**config.mk**
```make
export PLATFORM = sky130hd
export DESIGN_NAME = dq_reference_calibration_mode
export DESIGN_NICKNAME = d
export VERILOG_FILES = /design/src/rtl/dq_ref_cal_pkg.sv /design/src/rtl/dq_reference_calibration_mode.sv /design/src/rtl/ref_level_decode.sv
export SDC_FILE = /design/constraint.sdc
export NUM_CORES = 1
export LEC_CHECK = 0
export BUFFER_PORTS_ARGS = -buffer_cell sky130_fd_sc_hd__buf_4
export CAP_MARGIN = 20
export CORE_ASPECT_RATIO = 0.9
export CORE_MARGIN = 5
export CORE_UTILIZATION = 55
export CTS_BUF_LIST = sky130_fd_sc_hd__clkbuf_4 sky130_fd_sc_hd__clkbuf_8
export DETAILED_ROUTE_END_ITERATION = 12
export HOLD_SLACK_MARGIN = 0.06
export PLACE_DENSITY_LB_ADDON = 0.1
export SLEW_MARGIN = 10
export SYNTH_ARGS = -nofsm -noshare
export SYNTH_HDL_FRONTEND = slang
export SYNTH_SLANG_ARGS = --single-unit
```
**constraint.sdc**
```tcl
create_clock -name core_clk -period 3.9 [get_ports core_clk]
set_clock_uncertainty 0.1 [all_clocks]
set_input_delay 0.78 -clock core_clk [delete_from_list [all_inputs] [get_ports core_clk]]
set_output_delay 0.78 -clock core_clk [all_outputs]
set_load 0.01 [all_outputs]
```
**src/rtl/dq_ref_cal_pkg.sv**
```systemverilog
// ----------------------------------------------------------------------------
// Constants shared by the reference calibration control and its level decoder
// ----------------------------------------------------------------------------
package dq_ref_cal_pkg;

  // ----------------------------------------------------------------------------
  // Command encoding on cmd_code
  // ----------------------------------------------------------------------------
  localparam logic [3:0] CMD_DESELECT   = 4'h0;
  localparam logic [3:0] CMD_ACTIVATE   = 4'h1;
  localparam logic [3:0] CMD_WRITE      = 4'h2;
  localparam logic [3:0] CMD_WRITE_AP   = 4'h3;
  localparam logic [3:0] CMD_READ       = 4'h4;
  localparam logic [3:0] CMD_READ_AP    = 4'h5;
  localparam logic [3:0] CMD_PRECHARGE  = 4'h6;
  localparam logic [3:0] CMD_MODE_SET   = 4'h7;
  localparam logic [3:0] CMD_REFRESH    = 4'h8;
  localparam logic [3:0] CMD_OTHER      = 4'hf;

  // ----------------------------------------------------------------------------
  // Training mode register address and field layout
  // ----------------------------------------------------------------------------
  localparam logic [2:0] TRAINING_MR_ADDR = 3'h6;
  localparam int         CAL_EN_BIT       = 7;
  localparam int         RANGE_BIT        = 6;
  localparam int         LEVEL_MSB        = 5;
  localparam int         LEVEL_W          = 6;

  // ----------------------------------------------------------------------------
  // Reset values and level table (hundredths of a percent of the I/O supply)
  // ----------------------------------------------------------------------------
  localparam logic             RANGE_RST      = 1'b0;
  localparam logic [LEVEL_W-1:0] LEVEL_RST    = 6'h00;
  localparam logic [LEVEL_W-1:0] LEVEL_MAX    = 6'h32;
  localparam int               FRAC_W         = 14;
  localparam logic [FRAC_W-1:0] RANGE1_BASE   = 14'h1770;
  localparam logic [FRAC_W-1:0] RANGE2_BASE   = 14'h1194;
  localparam logic [FRAC_W-1:0] LEVEL_STEP    = 14'h0041;
  localparam logic [FRAC_W-1:0] FRAC_RST      = 14'h0000;

  // Calibration mode state
  typedef enum logic [0:0] {
    CAL_OFF,
    CAL_ON
  } cal_state_t;

endpackage

```
**src/rtl/dq_reference_calibration_mode.sv**
```systemverilog
`timescale 1ns/100ps
// What this block does
// - Mode-set to training register with bit 7 set enters calibration; bit 6 is range
// - Range bit 0 picks higher range, 1 picks lower range
// - Level writes keep bit 7 high and entry range; bits 5:0 become level
// - A training write with bit 7 low leaves range and level unchanged
// - After exit the last written range and level remain the operating reference
// - Code maps linearly from 60% or 45%; codes above 50 reserved
module dq_reference_calibration_mode (
  input  wire logic                                 core_clk,
  input  wire logic                                 rst_n,
  input  wire logic                                 cmd_valid,
  input  wire logic [3:0]                           cmd_code,
  input  wire logic [2:0]                           cmd_mr_addr,
  input  wire logic [7:0]                           cmd_data,
  input  wire logic                                 per_device_addressing,
  input  wire logic                                 pda_dq0_high,
  output logic                                      cal_mode,
  output logic                                      ref_range,
  output logic      [dq_ref_cal_pkg::LEVEL_W-1:0]   ref_level,
  output logic                                      ref_valid,
  output logic                                      cmd_illegal,
  output logic      [dq_ref_cal_pkg::FRAC_W-1:0]    ref_frac,
  output logic                                      ref_reserved
);

  // --------------------------------------------------------------------------
  // State
  // --------------------------------------------------------------------------
  typedef struct packed {
    dq_ref_cal_pkg::cal_state_t           mode;
    logic                                 range;
    logic [dq_ref_cal_pkg::LEVEL_W-1:0]   level;
    logic                                 valid;
    logic                                 illegal;
  } cal_regs_t;

  cal_regs_t st_r;
  cal_regs_t st_nxt;

  logic      in_cal;
  logic      mode_set_cmd;
  logic      train_wr;
  logic      allowed_cmd;
  logic      cal_bit;
  logic      range_bit;
  logic [dq_ref_cal_pkg::LEVEL_W-1:0] level_field;

  // --------------------------------------------------------------------------
  // Command qualification
  // --------------------------------------------------------------------------
  // With per-device addressing a high DQ0 makes the device ignore the mode-set
  assign in_cal       = (st_r.mode == dq_ref_cal_pkg::CAL_ON);
  assign mode_set_cmd = cmd_valid && (cmd_code == dq_ref_cal_pkg::CMD_MODE_SET);
  assign train_wr     = mode_set_cmd && (cmd_mr_addr == dq_ref_cal_pkg::TRAINING_MR_ADDR)
                        && !(per_device_addressing && pda_dq0_high);
  assign cal_bit      = cmd_data[dq_ref_cal_pkg::CAL_EN_BIT];
  assign range_bit    = cmd_data[dq_ref_cal_pkg::RANGE_BIT];
  assign level_field  = cmd_data[dq_ref_cal_pkg::LEVEL_MSB:0];

  // Commands the far end may issue during calibration
  always_comb begin
    if (per_device_addressing) begin
      allowed_cmd = (cmd_code == dq_ref_cal_pkg::CMD_MODE_SET) ||
                    (cmd_code == dq_ref_cal_pkg::CMD_DESELECT);
    end else begin
      case (cmd_code)
        dq_ref_cal_pkg::CMD_DESELECT,
        dq_ref_cal_pkg::CMD_ACTIVATE,
        dq_ref_cal_pkg::CMD_WRITE,
        dq_ref_cal_pkg::CMD_WRITE_AP,
        dq_ref_cal_pkg::CMD_READ,
        dq_ref_cal_pkg::CMD_READ_AP,
        dq_ref_cal_pkg::CMD_PRECHARGE,
        dq_ref_cal_pkg::CMD_MODE_SET: allowed_cmd = 1'b1;
        default:                      allowed_cmd = 1'b0;
      endcase
    end
  end

  // --------------------------------------------------------------------------
  // Next state
  // --------------------------------------------------------------------------
  // Illegal commands are only flagged; a range-change level write still stores its level but keeps the range
  always_comb begin
    st_nxt         = st_r;
    st_nxt.illegal = 1'b0;
    case (st_r.mode)
      dq_ref_cal_pkg::CAL_OFF: begin
        if (train_wr && cal_bit) begin
          st_nxt.mode  = dq_ref_cal_pkg::CAL_ON;
          st_nxt.range = range_bit;
        end
      end
      dq_ref_cal_pkg::CAL_ON: begin
        if (cmd_valid && !allowed_cmd) begin
          st_nxt.illegal = 1'b1;
        end
        if (train_wr && cal_bit) begin
          st_nxt.level = level_field;
          st_nxt.valid = 1'b1;
          if (range_bit != st_r.range) begin
            st_nxt.illegal = 1'b1;
          end
        end else if (train_wr) begin
          st_nxt.mode = dq_ref_cal_pkg::CAL_OFF;
        end
      end
      default: begin
        st_nxt.mode = dq_ref_cal_pkg::CAL_OFF;
      end
    endcase
  end

  // State register
  always_ff @(posedge core_clk or negedge rst_n) begin
    if (!rst_n) begin
      st_r <= '{mode:    dq_ref_cal_pkg::CAL_OFF,
                range:   dq_ref_cal_pkg::RANGE_RST,
                level:   dq_ref_cal_pkg::LEVEL_RST,
                valid:   1'b0,
                illegal: 1'b0};
    end else begin
      st_r <= st_nxt;
    end
  end

  // --------------------------------------------------------------------------
  // Outputs
  // --------------------------------------------------------------------------
  // Stored pair stays the operating reference after exit
  assign cal_mode    = in_cal;
  assign ref_range   = st_r.range;
  assign ref_level   = st_r.level;
  assign ref_valid   = st_r.valid;
  assign cmd_illegal = st_r.illegal;

  // Supply fraction of the current code, one cycle behind ref_level
  ref_level_decode u_decode (
    .core_clk   (core_clk),
    .rst_n      (rst_n),
    .range_sel  (st_r.range),
    .level_code (st_r.level),
    .frac_r     (ref_frac),
    .reserved_r (ref_reserved)
  );

  // --------------------------------------------------------------------------
  // Checks
  // --------------------------------------------------------------------------
  // Expected supply fraction, worked from the stored pair by scaling the code
  logic [dq_ref_cal_pkg::FRAC_W-1:0] frac_expect;
  assign frac_expect = (ref_range ? dq_ref_cal_pkg::RANGE2_BASE : dq_ref_cal_pkg::RANGE1_BASE)
                       + (dq_ref_cal_pkg::FRAC_W'(ref_level) * dq_ref_cal_pkg::LEVEL_STEP);
endmodule // dq_reference_calibration_mode

```
**src/rtl/ref_level_decode.sv**
```systemverilog
`timescale 1ns/100ps
// ----------------------------------------------------------------------------
// Maps range and code onto a supply fraction, registered output
// ----------------------------------------------------------------------------
module ref_level_decode (
  input  wire logic                                 core_clk,
  input  wire logic                                 rst_n,
  input  wire logic                                 range_sel,
  input  wire logic [dq_ref_cal_pkg::LEVEL_W-1:0]   level_code,
  output logic      [dq_ref_cal_pkg::FRAC_W-1:0]    frac_r,
  output logic                                      reserved_r
);

  typedef struct packed {
    logic [dq_ref_cal_pkg::FRAC_W-1:0] frac;
    logic                              reserved;
  } dec_state_t;

  dec_state_t st_r;
  dec_state_t st_nxt;

  // Linear map; reserved codes still decode but are flagged
  always_comb begin
    logic [dq_ref_cal_pkg::FRAC_W-1:0] base;
    logic [dq_ref_cal_pkg::FRAC_W-1:0] ofs;
    base = range_sel ? dq_ref_cal_pkg::RANGE2_BASE : dq_ref_cal_pkg::RANGE1_BASE;
    ofs  = dq_ref_cal_pkg::FRAC_W'(level_code * dq_ref_cal_pkg::LEVEL_STEP);
    st_nxt          = st_r;
    st_nxt.frac     = base + ofs;
    st_nxt.reserved = (level_code > dq_ref_cal_pkg::LEVEL_MAX);
  end

  // State register
  always_ff @(posedge core_clk or negedge rst_n) begin
    if (!rst_n) begin
      st_r <= '{frac: dq_ref_cal_pkg::FRAC_RST, reserved: 1'b0};
    end else begin
      st_r <= st_nxt;
    end
  end

  assign frac_r     = st_r.frac;
  assign reserved_r = st_r.reserved;

endmodule // ref_level_decode

```
==> impl_metrics.env, run 1 <==
export IMPL_outcome="finished, final reports clean"
export IMPL_synth_top_area_cell="dfrtp_1"
export IMPL_worst_pin_slew_ps=394
export IMPL_synth_area_leaders="dfrtp_1 (48%), ha_1 (14%), mux2_2 (6.9%)"
export IMPL_crit_slowest_cell="fa_1"
export IMPL_worst_ep_arrival_time_ps=3050
export IMPL_initial_core_util=0.584
export IMPL_ys_ff_latch=25
export IMPL_synth_compound_area_share=0.0800
export IMPL_power_switching_uw=99.5
export IMPL_seqPwrFrac=0.623
export IMPL_path_cells="ha_1 -> ha_1 -> inv_1 -> fa_1 -> inv_1 -> ha_1 -> a21oi_1 -> a21boi_0 -> o311a_1 -> or2_2"
export IMPL_synth_edf_count=0
export IMPL_antenna_found_initial=0
export IMPL_clkPwrFrac=0.266
export IMPL_cts_buffer_depth=2
export IMPL_die_height_um=56.1
export IMPL_p_sw_frac=0.233
export IMPL_drtAntennaViolNets=0
export IMPL_cp_end_kind="register"
export IMPL_synthMostInstantiatedCell="dfrtp_1"
export IMPL_synth_cell_types=30
export IMPL_avgRoutedWirePerCell_um=15.1
export IMPL_die_area_um2=3430
export IMPL_setup_worst_path_start_class="register"
export IMPL_synthToLayoutAreaGrowth_pct=29.0
export IMPL_final_util=0.753
export IMPL_syn_nets=143
export IMPL_multi_input_area_um2=616
export IMPL_cts_root_buf="clkbuf_4"
export IMPL_hold_path_class="primary input to asynchronous set/reset pin"
export IMPL_synth_top_family_by_area="adder cells"
export IMPL_crit_top_cell="ha_1"
export IMPL_max_clock_freq_mhz=340
export IMPL_grt_pass1_vias=950
export IMPL_io_buffer_count=44
export IMPL_grtUsageTotal=0.163
export IMPL_power_density_nw_per_um2=255
export IMPL_drtPass1Iterations=5
export IMPL_viasPerCell=5.40
export IMPL_synthCells=106
export IMPL_dpl_worst_slack_ps=1030
export IMPL_numCtsBuffers=3
export IMPL_drive_above_1_share=0.408
export IMPL_async_flop_share=1.00
export IMPL_synth_flop_cell="dfrtp_1"
export IMPL_vdd_drop_max_uv=314
export IMPL_cap_violations=0
export IMPL_clock_sinks=25
export IMPL_finalCritPeriodShare=0.753
export IMPL_grt_overflow=0
export IMPL_ys_seq_area_frac=0.482
export IMPL_cts_resized_gates=0
export IMPL_synthXorXnorAreaFrac=0.0473
export IMPL_drcViolationCount=0
export IMPL_yosys_top_cells_count="dfrtp_1 (25), ha_1 (15), inv_1 (11)"
export IMPL_worstPathMaxFanout=5
export IMPL_synth_top_area_share=0.482
export IMPL_p_leak_nw=0.859
export IMPL_placed_area_um2=1650
export IMPL_route_vias_total=967
export IMPL_rows=16
export IMPL_clk_latency_ps=320
export IMPL_drt_iter0_drc=44
export IMPL_io_pins=45
export IMPL_timing_hold_ws_ps=225
export IMPL_relSlewSlack=0.735
export IMPL_synthMuxAreaShare=0.0694
export IMPL_slowest_delay_ps=480
export IMPL_cts_tree="done"
export IMPL_htree_levels=1
export IMPL_core_area_um2=2220
export IMPL_synthSimpleGateAreaFrac=0.102
export IMPL_yosys_area_share_adder=0.176
export IMPL_setup_tns_ps=0
export IMPL_antenna_cells=0
export IMPL_hold_violations=0
export IMPL_setup_slack_ps=963
export IMPL_path_class="register to register"
export IMPL_drt_wl_total_um=2700
export IMPL_avgSynthCellArea_um2=12.2
export IMPL_ctsHoldBuffers=0
export IMPL_cp_top_family="adder cells"
export IMPL_dieWidth_um=61.2
export IMPL_cts_setup_buffers=0
export IMPL_final_max_slew_violation_count=0
export IMPL_critPathBufInv=2
export IMPL_nets=190
export IMPL_gp_congestion=0.750
export IMPL_comb_power_share=0.110
export IMPL_synth_area_um2=1300
export IMPL_grt_max_degree=26
export IMPL_internal_power_uw=328
export IMPL_nFillCells=168
export IMPL_fin_area_um2=1670
export IMPL_fin_crit_ps=2940
export IMPL_synth_warnings=0
export IMPL_grt_pass1_wl_um=4200
export IMPL_setup_violations=0
export IMPL_clkTransAtPathRegs_ps=130
export IMPL_hpwl_um=2180
export IMPL_crit_required_ps=4020
export IMPL_regArea_um2=626
export IMPL_rsz0062_at_grt="no"
-- stage by stage --
step | cells | power, mW
after global placement | 175 | 0.318
final | 179 | 0.428
after CTS | 179 | 0.433
after detailed placement | 175 | 0.319
after global routing | 179 | 0.448
after floorplan | 106 | 0.288
-- layout by cell type (no fill, tap or decap), types with 2 or more instances in the layout --
cell,Yosys,routed
fa_1,2,2
mux2_2,8,8
nand2_1,4,4
or2_2,2,2
buf_4,2,44
a31oi_1,2,2
nand3_1,2,2
a211oi_1,2,2
a21oi_1,3,3
a21boi_0,2,2
nor3_1,3,3
nor2_1,2,2
nand2b_1,2,2
dfrtp_1,25,25
xnor2_1,6,6
clkbuf_4,0,3
ha_1,15,15
inv_1,11,11
-- registers in the layout, summed over array words and instances, names as in the netlist, named ones only --
register	cells
ref_valid	1
ref_range	1
u_decode.reserved_r	1
u_decode.frac_r	14
ref_level	6
cmd_illegal	1
-- worst register-to-register path, cell delays in order, from the launching register on --
cell      delay [ps]
dfrtp_1          440
ha_1             220
ha_1             160
inv_1             50
fa_1             480
inv_1             50
ha_1             360
a21oi_1          190
a21boi_0         170
o311a_1          340
or2_2            280
-- area by class of cell --
class | count | area share
Clock inverter | 1 | 0.00299
Tap cell | 27 | 0.0202
Sequential cell | 25 | 0.374
Clock buffer | 3 | 0.0135
Multi-Input combinational cell | 68 | 0.368
Inverter | 11 | 0.0247
Timing Repair Buffer | 44 | 0.197
-- power groups by stage --
| stage | logic [mW] | registers, mW | clock network, mW |
|---|---|---|---|
| finish | 0.0472 | 0.267 | 0.114 |
| global route | 0.0520 | 0.267 | 0.128 |
| CTS | 0.0481 | 0.267 | 0.118 |
| detailed placement | 0.0479 | 0.272 | 0 |
| global placement | 0.0463 | 0.271 | 0 |
| floorplan | 0.0147 | 0.274 | 0 |
-- path summary, 6_finish.rpt --
path,start,to,slack [ps],cells after the start
worst max-delay path,ref_level[5],u_decode.frac_r[13],960,10
worst min-delay path,rst_n,u_decode.frac_r[13],220,1
worst max register to register,ref_level[5],u_decode.frac_r[13],960,10
worst min register to register,ref_level[1],u_decode.frac_r[1],380,0
max in group asynchronous,rst_n,u_decode.frac_r[7],3230,1
min in group core_clk,ref_level[1],u_decode.frac_r[1],380,0
-- per-layer routing --
layer,share of wire,global-route usage
met5,0,0
met4,0.011,0.0526
met3,0.13,0.0557
met2,0.47,0.254
met1,0.39,0.210
-- logic make-up after synthesis --
group | Yosys count
compound gates | 14
xor+xnor | 7
fa+ha+maj | 17
buf+inv | 13
flops | 25
mux | 8
simple gates | 22
Note: power is estimated with default switching activity, not from simulation.
==> inputs of run 2 (changes only) <==
--- a/config.mk
+++ b/config.mk
@@ -5,11 +5,12 @@
 export SDC_FILE = /design/constraint.sdc
 export NUM_CORES = 1
 export LEC_CHECK = 0
+export ABC_AREA = 1
 export BUFFER_PORTS_ARGS = -buffer_cell sky130_fd_sc_hd__buf_4
 export CAP_MARGIN = 20
 export CORE_ASPECT_RATIO = 0.9
 export CORE_MARGIN = 5
-export CORE_UTILIZATION = 55
+export CORE_UTILIZATION = 47
 export CTS_BUF_LIST = sky130_fd_sc_hd__clkbuf_4 sky130_fd_sc_hd__clkbuf_8
 export DETAILED_ROUTE_END_ITERATION = 12
 export HOLD_SLACK_MARGIN = 0.06
==> constraint.sdc (replaced) <==
create_clock -name core_clk -period 2.45 [get_ports core_clk]
set_clock_uncertainty 0.1 [all_clocks]
set_input_delay 0.49 -clock core_clk [delete_from_list [all_inputs] [get_ports core_clk]]
set_output_delay 0.49 -clock core_clk [all_outputs]
set_load 0.01 [all_outputs]
==> impl_metrics.env, run 2 <==
export IMPL_synth_flop_cell="dfrtp_1"
export IMPL_ys_ff_latch=25
export IMPL_initial_core_util=0.480
export IMPL_cp_top_family="adder cells"
export IMPL_relSlewSlack=0.794
export IMPL_synth_cell_types=22
export IMPL_path_cells="ha_1 -> ha_1 -> inv_1 -> fa_1 -> inv_1 -> ha_4 -> a21oi_1 -> o21ai_1 -> nand2_1 -> nand2_1 -> a21oi_1"
export IMPL_reg2reg_from="ref_level[4]"
export IMPL_antenna_cells=0
export IMPL_synth_top_area_cell="dfrtp_1"
export IMPL_grt_pass1_vias=1109
export IMPL_grt_max_degree=26
export IMPL_dieWidth_um=68.5
export IMPL_setup_worst_path_start_class="register"
export IMPL_io_buffer_count=44
export IMPL_cts_setup_buffers=0
export IMPL_drtAntennaViolNets=0
export IMPL_ys_seq_area_frac=0.432
export IMPL_route_vias_total=1158
export IMPL_cap_violations=0
export IMPL_clkTransAtPathRegs_ps=130
export IMPL_cp_end_kind="register"
export IMPL_drt_iter0_drc=25
export IMPL_avgSynthCellArea_um2=9.11
export IMPL_fin_crit_ps=2330
export IMPL_outcome="finished, final reports clean"
export IMPL_final_cell_mix="buf_4 (47), inv_1 (37), nand2_1 (35)"
export IMPL_drcViolationCount=0
export IMPL_drive_above_1_share=0.327
export IMPL_grt_pass1_wl_um=4780
export IMPL_dp_cells=245
export IMPL_synthCells=159
export IMPL_p_leak_nw=1.03
export IMPL_power_density_nw_per_um2=406
export IMPL_core_area_um2=3020
export IMPL_drtPass1Iterations=4
export IMPL_critPathBufInv=2
export IMPL_hold_depth=3
export IMPL_synth_top_area_share=0.432
export IMPL_cts_buffer_depth=2
export IMPL_clk_latency_ps=310
export IMPL_hpwl_um=2330
export IMPL_finalCritPeriodShare=0.952
export IMPL_r2r_end="u_decode.frac_r[12]"
export IMPL_setup_violations=0
export IMPL_cts_tree="done"
export IMPL_final_max_slew_violation_count=0
export IMPL_cts_root_buf="clkbuf_4"
export IMPL_synthToLayoutAreaGrowth_pct=29.9
export IMPL_worstPathMaxFanout=5
export IMPL_antenna_found_initial=0
export IMPL_hold_violations=0
export IMPL_slowest_delay_ps=410
export IMPL_htree_levels=1
export IMPL_numCtsBuffers=3
export IMPL_async_flop_share=1.00
export IMPL_path_class="register to register"
export IMPL_nFillCells=267
export IMPL_final_common_cell="buf_4"
export IMPL_largest_reg_flops=14
export IMPL_crit_slowest_cell="dfrtp_1"
export IMPL_fin_cells=250
export IMPL_placed_area_um2=1830
export IMPL_synth_area_leaders="dfrtp_1 (43%), ha_1 (13%), inv_1 (9.6%)"
export IMPL_io_pins=45
export IMPL_rr_worst_depth=11
export IMPL_fin_area_um2=1880
export IMPL_hold_path_endpoint="ref_level[5]"
export IMPL_die_area_um2=4290
export IMPL_synth_edf_count=0
export IMPL_worst_ep_arrival_time_ps=2490
export IMPL_grtUsageTotal=0.146
export IMPL_rrSetupSlack_ps=120
export IMPL_hold_path_class="primary input to register"
export IMPL_synthMostInstantiatedCell="inv_1"
export IMPL_synth_warnings=0
export IMPL_vdd_drop_max_uv=293
export IMPL_viasPerCell=4.63
export IMPL_clock_sinks=25
export IMPL_max_clock_freq_mhz=429
export IMPL_avgRoutedWirePerCell_um=11.1
export IMPL_crit_required_ps=2600
export IMPL_total_power_uw=765
export IMPL_grt_overflow=0
export IMPL_drt_wl_total_um=2770
export IMPL_nets=246
export IMPL_worst_pin_slew_ps=309
export IMPL_rows=19
export IMPL_die_height_um=62.7
export IMPL_yosys_top_cells_count="inv_1 (37), nand2_1 (35), dfrtp_1 (25)"
export IMPL_gp_congestion=0.865
export IMPL_synth_area_um2=1450
export IMPL_min_from="cmd_data[5]"
export IMPL_syn_nets=196
## run 2: changes by cell type after synthesis, moves of 3 or more
| cell | delta |
|---|---|
| xnor2_1 | -4 |
| o21ai_2 | +8 |
| mux2_2 | -8 |
| nand2_1 | +31 |
| nand4_1 | +5 |
| nor3_1 | -3 |
| inv_1 | +26 |
| o21ai_0 | +4 |
## run 2: repair_timing
action                                  in CTS  in global routing
endpoints found under the setup margin       0                  5
hold buffers                                 1                  0
endpoints found under the hold margin       25                  0
resized for setup                            0                  4
## run 2: cells by family after synthesis
kind of cell / count (synthesis) / share of synthesized area
simple gates: 56 / 0.189
buf+inv: 40 / 0.114
flops: 25 / 0.432
fa+ha+maj: 17 / 0.157
compound gates: 16 / 0.0777
xor+xnor: 5 / 0.0302
## run 2: cell type report
class                   count  area (um^2)  area share
multi-input cells          94          671       0.356
inverters                  37          139      0.0738
well taps                  42         52.6      0.0279
repair buffers             48          363       0.193
clock buffers               4         30.0      0.0160
flip-flops and latches     25          627       0.333
## run 2: how the worst max path moves through the flow
stage | startpoint | end | depth (start not counted)
floorplan | ref_level[5] | u_decode.frac_r[12] | 11
global placement | ref_level[4] | u_decode.frac_r[12] | 11
detailed placement | ref_level[4] | u_decode.frac_r[12] | 11
CTS | ref_level[5] | u_decode.frac_r[12] | 11
global route | ref_level[5] | u_decode.frac_r[12] | 11
finish | ref_level[4] | u_decode.frac_r[12] | 11
## run 2: per-stage QoR
| step | setup TNS, ps | setup WS [ps] | utilization | hold slack, ps |
|---|---|---|---|---|
| final | 0 | 117 | 0.623 | 309 |
| after CTS | 0 | 46.3 | 0.619 | 295 |
| after global placement | 0 | 143 | 0.605 | 305 |
| after global routing | -10.1 | -10.1 | 0.623 | 291 |
| after detailed placement | 0 | 54.9 | 0.605 | 309 |
| after floorplan | 0 | 124 | - | 94.4 |
## run 2: metal layers
layer,routed length [um],global-route usage
met4,28,0.0372
met3,170,0.0396
met5,0,0
met2,1350,0.230
met1,1220,0.195
## run 2: tightest hold or removal path, delay by kind of cell
kind            cells  cell delay (ps)
compound gates      1               50
buf+inv             2              160
## run 2: power breakdown
group	total, mW	switching, mW	internal [mW]
logic	0.133	0.0670	0.0663
registers	0.441	0.0105	0.430
clock network	0.191	0.116	0.0747
total	0.765	0.193	0.571
